==> src/rtl/rtc_consts.svh <==
// Offsets, field positions, reset values and timing counts of the alarm and clock-out block
`ifndef RTC_CONSTS_SVH
`define RTC_CONSTS_SVH

`define ALARM0_BASE 8'h00
`define ALARM1_BASE 8'h08
`define ALARM_FIELDS 6
`define ALARM_MATCH_BIT 7
`define PROTECT_OFS 8'h10
`define IRQCTL_OFS 8'h11
`define TRIM_OFS 8'h12
`define STATUS_OFS 8'h3F

`define PROTECT_SEL_MSB 7
`define PROTECT_SEL_LSB 5
`define REPEAT_BIT 7
`define AL1_ON_BIT 6
`define AL0_ON_BIT 5
`define SEL_HI_BIT 4
`define SEL_LO_BIT 3
`define FLAG1_BIT 6
`define FLAG0_BIT 5
`define UNUSED_STATUS_BIT 3

`define ALARM_RESET 8'h00
`define PROTECT_RESET 8'h00
`define IRQCTL_RESET 8'h00
`define TRIM_RESET 8'h00

`define PULSE_OSC_CYC 8
`define PULSE_HALF_TICKS (2 * `PULSE_OSC_CYC)
`define DIV_4096_BIT 3
`define DIV_1HZ_BIT 15

`endif

==> src/rtl/rtc_pkg.sv <==
// Types shared by the alarm and clock-out block
package rtc_pkg;
  typedef enum logic [2:0] {
    PIN_IDLE = 3'b001,
    PIN_HOLD = 3'b010,
    PIN_PULSE = 3'b100
  } pin_state_t;

  typedef enum logic [1:0] {
    OUT_ALARM = 2'b00,
    OUT_32K = 2'b01,
    OUT_4096 = 2'b10,
    OUT_1HZ = 2'b11
  } clkout_sel_t;
endpackage

==> src/rtl/osc_divider.sv <==
// Divider of the oscillator half-period enable into the selectable output clocks
`timescale 1ns/10ps
`include "rtc_consts.svh"
module osc_divider (
  input wire logic clk_sys,
  input wire logic nrst,
  input wire logic osc_half_tick,
  input wire rtc_pkg::clkout_sel_t sel,
  output logic clk_level
);
  logic [15:0] half_cnt_q;

  always_ff @(posedge clk_sys) begin
    if (!nrst) begin
      half_cnt_q <= 16'h0000;
    end else if (osc_half_tick) begin
      half_cnt_q <= half_cnt_q + 16'h0001;
    end
  end

  // Each counter bit is a square wave derived from the crystal
  always_comb begin
    case (sel)
      rtc_pkg::OUT_32K: clk_level = half_cnt_q[0];
      rtc_pkg::OUT_4096: clk_level = half_cnt_q[`DIV_4096_BIT];
      rtc_pkg::OUT_1HZ: clk_level = half_cnt_q[`DIV_1HZ_BIT];
      default: clk_level = 1'b1;
    endcase
  end
endmodule

==> src/rtl/rtc_alarm_ctrl.sv <==
// Alarm compare, array write guard, interrupt or clock pin and load trim of the clock
`timescale 1ns/10ps
`include "rtc_consts.svh"
module rtc_alarm_ctrl (
  input wire logic clk_sys,
  input wire logic nrst,
  input wire logic osc_half_tick,
  input wire logic time_tick,
  input wire logic [7:0] time_sec,
  input wire logic [7:0] time_min,
  input wire logic [7:0] time_hour,
  input wire logic [7:0] time_date,
  input wire logic [7:0] time_month,
  input wire logic [7:0] time_dow,
  input wire logic [7:0] reg_addr,
  input wire logic reg_wr,
  input wire logic reg_rd,
  input wire logic nv_restore,
  input wire logic [7:0] reg_wdata,
  output logic [7:0] reg_rdata,
  output logic nv_save,
  output logic [7:0] nv_save_addr,
  output logic [7:0] nv_save_data,
  input wire logic ee_wr_req,
  input wire logic [8:0] ee_wr_addr,
  input wire logic [7:0] ee_wr_data,
  output logic ee_commit,
  output logic [8:0] ee_commit_addr,
  output logic [7:0] ee_commit_data,
  output logic irq_or_clock_pin,
  output logic [5:0] cap_x1_code,
  output logic [5:0] cap_x2_code
);
  logic [7:0] alarm_q [2][`ALARM_FIELDS];
  logic [7:0] now_f [`ALARM_FIELDS];
  logic [2:0] protect_sel_q;
  logic repeat_alarm_mode_q;
  logic alarm1_irq_on_q;
  logic alarm0_irq_on_q;
  logic clkout_sel_hi_q;
  logic clkout_sel_lo_q;
  logic [5:0] load_cap_trim_q;
  logic alarm0_flag_q;
  logic alarm1_flag_q;
  logic [1:0] match_prev_q;
  logic [1:0] match_now;
  logic [1:0] alarm_event;
  logic [1:0] irq_event;
  logic status_rd;
  logic alarm_out_on;
  logic clk_level;
  logic [4:0] pulse_cnt_q;
  logic save_hit;
  logic irq_any;
  logic pulse_done;
  rtc_pkg::pin_state_t pin_q;
  rtc_pkg::pin_state_t pin_d;
  rtc_pkg::clkout_sel_t sel;

  // Alarm byte offset decode: set index and field index
  function automatic logic alarm_hit(input logic [7:0] a);
    alarm_hit = (a[7:4] == 4'h0) && (a[2:0] < 3'h6);
  endfunction

  // Field takes part only when its match bit is set
  function automatic logic field_ok(input logic [7:0] al, input logic [7:0] now);
    field_ok = !al[`ALARM_MATCH_BIT] || (al[6:0] == now[6:0]);
  endfunction

  // Protected region per select code
  function automatic logic is_locked(input logic [2:0] ps, input logic [8:0] a);
    case (ps)
      3'b001: is_locked = (a >= 9'h180);
      3'b010: is_locked = (a >= 9'h100);
      3'b011: is_locked = 1'b1;
      3'b100: is_locked = (a <= 9'h03F);
      3'b101: is_locked = (a <= 9'h07F);
      3'b110: is_locked = (a <= 9'h0FF);
      3'b111: is_locked = 1'b1;
      default: is_locked = 1'b0;
    endcase
  endfunction

  // Switch code of one capacitor array; the heaviest step is wired inverted
  function automatic logic [5:0] cap_code(input logic [5:0] t);
    cap_code = {~t[5], t[4:0]};
  endfunction

  // Status byte image: the two flags, every other position reads zero
  function automatic logic [7:0] status_byte(input logic f1, input logic f0);
    status_byte = 8'h00;
    status_byte[`FLAG1_BIT] = f1;
    status_byte[`FLAG0_BIT] = f0;
    status_byte[`UNUSED_STATUS_BIT] = 1'b0;
  endfunction

  // Seconds, minutes, hours, date, month, weekday; no year field
  assign now_f[0] = time_sec;
  assign now_f[1] = time_min;
  assign now_f[2] = time_hour;
  assign now_f[3] = time_date;
  assign now_f[4] = time_month;
  assign now_f[5] = time_dow;

  assign sel = rtc_pkg::clkout_sel_t'({clkout_sel_hi_q, clkout_sel_lo_q});
  // A status read strobe stands for the eighth clock of that read
  assign status_rd = reg_rd && (reg_addr == `STATUS_OFS);

  // A set matches when at least one field is enabled and all enabled agree
  always_comb begin
    for (int s = 0; s < 2; s++) begin
      logic any_on;
      logic all_ok;
      any_on = 1'b0;
      all_ok = 1'b1;
      for (int f = 0; f < `ALARM_FIELDS; f++) begin
        any_on = any_on | alarm_q[s][f][`ALARM_MATCH_BIT];
        all_ok = all_ok & field_ok(alarm_q[s][f], now_f[f]);
      end
      match_now[s] = any_on && all_ok;
    end
  end

  // Fire once as time advances into a match
  assign alarm_event = {2{time_tick}} & match_now & ~match_prev_q;
  // The remembered match keeps a match lasting several ticks from firing again

  always_ff @(posedge clk_sys) begin
    if (!nrst) begin
      match_prev_q <= 2'b00;
    end else if (time_tick) begin
      match_prev_q <= match_now;
    end
  end

  // Alarm bytes, restored or written through the register port
  always_ff @(posedge clk_sys) begin
    if (!nrst) begin
      for (int s = 0; s < 2; s++) begin
        for (int f = 0; f < `ALARM_FIELDS; f++) begin
          alarm_q[s][f] <= `ALARM_RESET;
        end
      end
    end else if (reg_wr && alarm_hit(reg_addr)) begin
      alarm_q[reg_addr[3]][reg_addr[2:0]] <= reg_wdata;
    end
  end

  // Control settings; reset defaults until restored from storage
  always_ff @(posedge clk_sys) begin
    if (!nrst) begin
      protect_sel_q <= 3'(`PROTECT_RESET);
      load_cap_trim_q <= 6'(`TRIM_RESET);
      repeat_alarm_mode_q <= 1'b0;
      alarm1_irq_on_q <= 1'b0;
      alarm0_irq_on_q <= 1'b0;
      clkout_sel_hi_q <= 1'b0;
      clkout_sel_lo_q <= 1'b0;
    end else if (reg_wr) begin
      case (reg_addr)
        `PROTECT_OFS: begin
          protect_sel_q <= reg_wdata[`PROTECT_SEL_MSB:`PROTECT_SEL_LSB];
        end
        `IRQCTL_OFS: begin
          repeat_alarm_mode_q <= reg_wdata[`REPEAT_BIT];
          alarm1_irq_on_q <= reg_wdata[`AL1_ON_BIT];
          alarm0_irq_on_q <= reg_wdata[`AL0_ON_BIT];
          clkout_sel_hi_q <= reg_wdata[`SEL_HI_BIT];
          clkout_sel_lo_q <= reg_wdata[`SEL_LO_BIT];
        end
        `TRIM_OFS: begin
          load_cap_trim_q <= reg_wdata[5:0];
        end
        default: begin
        end
      endcase
    end
  end

  // Only mapped alarm and control bytes go to storage; the status byte is volatile
  assign save_hit = alarm_hit(reg_addr) || (reg_addr == `PROTECT_OFS)
                    || (reg_addr == `IRQCTL_OFS) || (reg_addr == `TRIM_OFS);

  // Host writes are copied out to nonvolatile storage; restores are not
  always_ff @(posedge clk_sys) begin
    if (!nrst) begin
      nv_save <= 1'b0;
      nv_save_addr <= 8'h00;
      nv_save_data <= 8'h00;
    end else begin
      nv_save <= reg_wr && !nv_restore && save_hit;
      if (reg_wr && !nv_restore) begin
        nv_save_addr <= reg_addr;
        nv_save_data <= reg_wdata;
      end
    end
  end

  // Array writes pass only outside the protected region
  always_ff @(posedge clk_sys) begin
    if (!nrst) begin
      ee_commit <= 1'b0;
      ee_commit_addr <= 9'h000;
      ee_commit_data <= 8'h00;
    end else begin
      ee_commit <= ee_wr_req && !is_locked(protect_sel_q, ee_wr_addr);
      if (ee_wr_req) begin
        ee_commit_addr <= ee_wr_addr;
        ee_commit_data <= ee_wr_data;
      end
    end
  end

  // Flags set on a match whatever the enables; set beats the read clear
  always_ff @(posedge clk_sys) begin
    if (!nrst) begin
      alarm0_flag_q <= 1'b0;
      alarm1_flag_q <= 1'b0;
    end else begin
      if (alarm_event[0]) begin
        alarm0_flag_q <= 1'b1;
      end else if (status_rd) begin
        alarm0_flag_q <= 1'b0;
      end
      if (alarm_event[1]) begin
        alarm1_flag_q <= 1'b1;
      end else if (status_rd) begin
        alarm1_flag_q <= 1'b0;
      end
    end
  end

  // Register read data; status bit 3 forced to zero
  always_ff @(posedge clk_sys) begin
    if (!nrst) begin
      reg_rdata <= 8'h00;
    end else if (reg_rd) begin
      if (alarm_hit(reg_addr)) begin
        reg_rdata <= alarm_q[reg_addr[3]][reg_addr[2:0]];
      end else begin
        case (reg_addr)
          `PROTECT_OFS: reg_rdata <= {protect_sel_q, 5'h00};
          `IRQCTL_OFS: reg_rdata <= {repeat_alarm_mode_q, alarm1_irq_on_q,
                                     alarm0_irq_on_q, clkout_sel_hi_q,
                                     clkout_sel_lo_q, 3'h0};
          `TRIM_OFS: reg_rdata <= {2'h0, load_cap_trim_q};
          `STATUS_OFS: reg_rdata <= status_byte(alarm1_flag_q, alarm0_flag_q);
          default: reg_rdata <= 8'h00;
        endcase
      end
    end
  end

  // Alarm signalling only with the clock output off
  assign alarm_out_on = (sel == rtc_pkg::OUT_ALARM)
                        && (alarm0_irq_on_q || alarm1_irq_on_q);
  // Either enabled set can drive the shared pin
  assign irq_event = alarm_event & {alarm1_irq_on_q, alarm0_irq_on_q};
  // Any enabled set with an event in this cycle
  assign irq_any = |irq_event;
  assign pulse_done = osc_half_tick && (pulse_cnt_q == 5'h1);

  // Pin sequencer: hold until read, or fixed-width pulses in repeat mode
  always_comb begin
    pin_d = pin_q;
    case (pin_q)
      rtc_pkg::PIN_IDLE: begin
        if (alarm_out_on && irq_any) begin
          pin_d = repeat_alarm_mode_q ? rtc_pkg::PIN_PULSE : rtc_pkg::PIN_HOLD;
        end
      end
      rtc_pkg::PIN_HOLD: begin
        // Released by reading the flags
        if (!alarm_out_on || (status_rd && !irq_any)) begin
          pin_d = rtc_pkg::PIN_IDLE;
        end
      end
      rtc_pkg::PIN_PULSE: begin
        // Ends on its own after the fixed width
        if (!alarm_out_on) begin
          pin_d = rtc_pkg::PIN_IDLE;
        end else if (irq_any) begin
          pin_d = rtc_pkg::PIN_PULSE;
        end else if (pulse_done) begin
          pin_d = rtc_pkg::PIN_IDLE;
        end
      end
      default: pin_d = rtc_pkg::PIN_IDLE;
    endcase
  end

  always_ff @(posedge clk_sys) begin
    if (!nrst) begin
      pin_q <= rtc_pkg::PIN_IDLE;
    end else begin
      pin_q <= pin_d;
    end
  end

  // A new event restarts the width, so a match during a pulse lengthens it
  // Pulse width counted in oscillator half periods, restarted per event
  always_ff @(posedge clk_sys) begin
    if (!nrst) begin
      pulse_cnt_q <= 5'h0;
    end else if (irq_any) begin
      pulse_cnt_q <= 5'(`PULSE_HALF_TICKS);
    end else if (osc_half_tick && pulse_cnt_q != 5'h0) begin
      pulse_cnt_q <= pulse_cnt_q - 5'h1;
    end
  end

  osc_divider u_div (
    .clk_sys(clk_sys),
    .nrst(nrst),
    .osc_half_tick(osc_half_tick),
    .sel(sel),
    .clk_level(clk_level)
  );

  // Shared pin: clock when selected, else active-low alarm
  always_ff @(posedge clk_sys) begin
    if (!nrst) begin
      // Idles high, the inactive level of the active-low alarm
      irq_or_clock_pin <= 1'b1;
    end else if (sel != rtc_pkg::OUT_ALARM) begin
      irq_or_clock_pin <= clk_level;
    end else begin
      irq_or_clock_pin <= !(pin_d != rtc_pkg::PIN_IDLE && alarm_out_on);
    end
  end

  // Both capacitor arrays take the trim code with bit 5 inverted
  always_ff @(posedge clk_sys) begin
    if (!nrst) begin
      cap_x1_code <= cap_code(6'(`TRIM_RESET));
      cap_x2_code <= cap_code(6'(`TRIM_RESET));
    end else begin
      cap_x1_code <= cap_code(load_cap_trim_q);
      cap_x2_code <= cap_code(load_cap_trim_q);
    end
  end
endmodule

==> config.mk <==
export PLATFORM = sky130hd
export DESIGN_NAME = rtc_alarm_ctrl
export DESIGN_NICKNAME = d
export VERILOG_FILES = /design/src/rtl/rtc_pkg.sv /design/src/rtl/osc_divider.sv /design/src/rtl/rtc_alarm_ctrl.sv
export VERILOG_INCLUDE_DIRS = /design/src /design/src/rtl
export SDC_FILE = /design/constraint.sdc
export NUM_CORES = 1
export LEC_CHECK = 0
export ABC_AREA = 1
export ABC_CLOCK_PERIOD_IN_PS = 3300
export BUFFER_PORTS_ARGS = -buffer_cell sky130_fd_sc_hd__buf_2
export CELL_PAD_IN_SITES_DETAIL_PLACEMENT = 2
export CELL_PAD_IN_SITES_GLOBAL_PLACEMENT = 2
export CORE_AREA = 2 2 180 182
export CTS_CLUSTER_SIZE = 40
export DETAILED_ROUTE_END_ITERATION = 10
export DIE_AREA = 0 0 182 184
export PLACE_DENSITY_LB_ADDON = 0.05
export SLEW_MARGIN = 40
export SYNTH_ARGS = -nofsm -noshare
export SYNTH_HDL_FRONTEND = slang
export SYNTH_SLANG_ARGS = --single-unit
==> constraint.sdc <==
create_clock -name clk_sys -period 3.3 [get_ports clk_sys]
set_input_delay 0.825 -clock clk_sys [delete_from_list [all_inputs] [get_ports clk_sys]]
set_output_delay 0.825 -clock clk_sys [all_outputs]
set_load 0.05 [all_outputs]
==> impl_metrics.tcl <==
set metrics [dict create \
    cts_buffers 17 \
    crit_path_cell_trace "buf_2 -> nor2_1 -> inv_2 -> nor2_4 -> nand3_1 -> nor3_4 -> inv_2 -> nor2_8 -> nand2_1 -> nand2_1" \
    grt.overflow.total 0 \
    cp_slowest_cell "nand2_1" \
    wire_per_inst_um 21.15 \
    synth-edff-count 96 \
    ctsResizeCount 0 \
    ys_seq_area_share_pct 50.83 \
    power_density_nw_per_um2 517.7 \
    layout_commonest_cell "nand2_1" \
    clk_latency_ns 0.45 \
    ant_nets 0 \
    cp_slowest_stage_delay_ns 0.38 \
    multi_input_area_um2 3874 \
    dp_cells 1666 \
    clk_pin_slew_ns 0.07 \
    synth_nets 1227 \
    async_flop_share_pct 0 \
    p_int_w 0.004036 \
    swShare_pct 30.13 \
    switchingPower_w 0.001741 \
    hold_start "load_cap_trim_q[5]$_SDFFE_PN0P_" \
    power_frac_seq_pct 46.3 \
    layout.nets 1376 \
    critPathMaxFanout 9 \
    core_um2 31390 \
    num_rows 65 \
    ys_types 50 \
    die_h_um 184 \
    worst-path-stages 10 \
    totalWireLength_mm 35.96 \
    p_leak_nw 4.792 \
    netlist.area_leader.share_pct 31.01 \
    area_delta_synth_final_pct 20.03 \
    hpwl_mm 26.78 \
    worstMarginPinSlew_ns 0.7846 \
    cts_tree "done" \
    drv_cap 0 \
    synth_warnings 0 \
    hold-path-cell-count 1 \
    grt_usage_pct 21.99 \
    clockBufferDepth 2 \
    period_share_pct 79.31 \
    rsz0062_at_grt "false" \
    setup_tns_ns 0 \
    synthTopCellsByArea "edfxtp_1 31%, dfxtp_1 20%, nand2_1 9.1%, nor2_1 7.3%, o21ai_0 4.5%" \
    grt_max_degree 70 \
    drtIter0Drc 457 \
    p_clk_share_pct 38.3 \
    cts_hold_buf 0 \
    avgViaCountPerCell 4.948 \
    r2r_cells 15 \
    synth_area_leader_cell "edfxtp_1" \
    arrival_ns 2.73 \
    status "finished clean" \
    stdcell_count 1700 \
    fmax_mhz 382.1 \
    crit_type "input port to flip-flop" \
    whs_ns 0.4462 \
    crit_required_ns 3.41 \
    slew_viol_final 0 \
    cts.htree.levels 4 \
    cp_top_family "simple AND/OR/NAND/NOR gates" \
    die_w_um 182 \
    seqCellArea_um2 4725 \
    ir_drop_v 0.0002412 \
    finalSetupViolations 0 \
    final_cell_mix "225 x nand2_1, 181 x nor2_1, 138 x buf_2" \
    crit_start "reg_addr[7]" \
    max-slew-margin-rel_pct 47.50 \
    combPwrFrac_pct 15.4 \
    synth_top_flop_cell "edfxtp_1" \
    io_pins 145 \
    fin_skew_ns 0.01408 \
    syn_inst 1134 \
    grt_pass1_wl_mm 54.31 \
    gp_congestion 0.8021 \
    syn_area_per_cell_um2 8.197 \
    hold_class "flip-flop to flip-flop" \
    cp_num_buf_inv 3 \
    rr_startpoint "alarm_q[1][18]$_DFFE_PP_" \
    dr.pass1.iters 5 \
    route.vias.total 8412 \
    initial_core_util_pct 29.61 \
    nFillCells 3697 \
    grt_pass1_vias 8907 \
    layout-drive-gt1-share_pct 18.44 \
    port_buffers 138 \
    synth_seq_cells 188 \
    power.total_w 0.005776 \
    end_kind "flip-flop" \
    finalCriticalPeriod_ns 2.617 \
    drc 0 \
    cts_sinks 188 \
    netlist_area_um2 9295 \
    cts_setup_buffers 0 \
    clockRootBuffer "clkbuf_16" \
    start_kind "input port" \
    antenna_found_initial 3 \
    finalHoldViolations 0 \
    dieArea_um2 33490 \
]
registers in the layout, summed over array words and instances, names as in the netlist, 5 cells and up:
name and count:
load_cap_trim_q 6, u_div.half_cnt_q 16, nv_save_addr 8, alarm_q 96, ee_commit_addr 9, nv_save_data 8
pulse_cnt_q 5, reg_rdata 8, ee_commit_data 8, cap_x2_code 6
routing by layer:
metal | share of wire [%] | global-route usage, % | wire length [um] | vias up
met5 | 0.019 | 0 | 7 | -
met4 | 1.5 | 5.516 | 542 | 2
met3 | 5.0 | 4.477 | 1790 | 25
met2 | 46 | 35.98 | 16600 | 188
met1 | 47 | 29.76 | 17020 | 4170
li1 | - | - | - | 4027
path summary, 6_finish.rpt:
kind / slack (ns) / end
worst max register to register: 1.18 / irq_or_clock_pin$_SDFF_PN1_
worst min-delay path: 0.45 / cap_x2_code[5]$_SDFF_PN1_
worst min register to register: 0.45 / cap_x2_code[5]$_SDFF_PN1_
worst max-delay path: 0.68 / alarm_q[0][41]$_SDFFCE_PN0P_
cells in the mapped netlist (12+ instances only):
| library cell | instances |
|---|---|
| a21oi_1 | 76 |
| clkbuf_1 | 25 |
| clkinv_1 | 12 |
| dfxtp_1 | 92 |
| edfxtp_1 | 96 |
| inv_1 | 107 |
| inv_2 | 17 |
| nand2_1 | 225 |
| nand3_1 | 27 |
| nor2_1 | 182 |
| nor3_1 | 20 |
| o21ai_0 | 83 |
| xnor2_1 | 45 |
| xor2_1 | 16 |
worst register-to-register path, delay by kind of cell (launching register included):
family	cells	cell delay, ns
compound gates	1	0.36
buf+inv	1	0.10
simple gates	13	1.17
flops	1	0.38
cell families (layout without fill, tap and decap cells):
kind of cell	count (synthesis)	after routing	synth area share [%]
xor+xnor	61	61	5.748
flops	188	188	50.83
compound gates	221	221	13.41
other cells	0	2	0
fa+ha+maj	4	4	0.5385
buf+inv	177	339	7.565
simple gates	483	483	21.91
area by class of cell:
type / instances / share of cell area [%]
antenna: 2 / 0.04486
timing repair buffer: 170 / 8.344
clock buffer: 17 / 3.813
inverter: 137 / 4.632
multi-input combinational: 769 / 34.72
clock inverter: 15 / 1.592
sequential: 188 / 42.35
tap: 402 / 4.508
power by group through the flow:
| stage | clock network [W] | logic, W | registers [W] |
|---|---|---|---|
| after floorplan | 0 | 0.000448 | 0.00281 |
| after global placement | 0 | 0.000874 | 0.00272 |
| after detailed placement | 0 | 0.000896 | 0.00273 |
| after CTS | 0.00226 | 0.000902 | 0.00268 |
| after global routing | 0.00235 | 0.000989 | 0.00269 |
| final | 0.00221 | 0.000890 | 0.00267 |
per-stage QoR:
step | worst slack (ns) | area (um^2) | util [%]
finish | 0.6826 | 11160 | 35.54
global route | 0.5208 | 11150 | 35.52
CTS | 0.7030 | 11150 | 35.52
detailed placement | 0.2215 | 10550 | 33.60
global placement | 0.3466 | 10550 | 33.59
floorplan | 0.6473 | 9295 | -
Power figures use the tool's default switching activity.
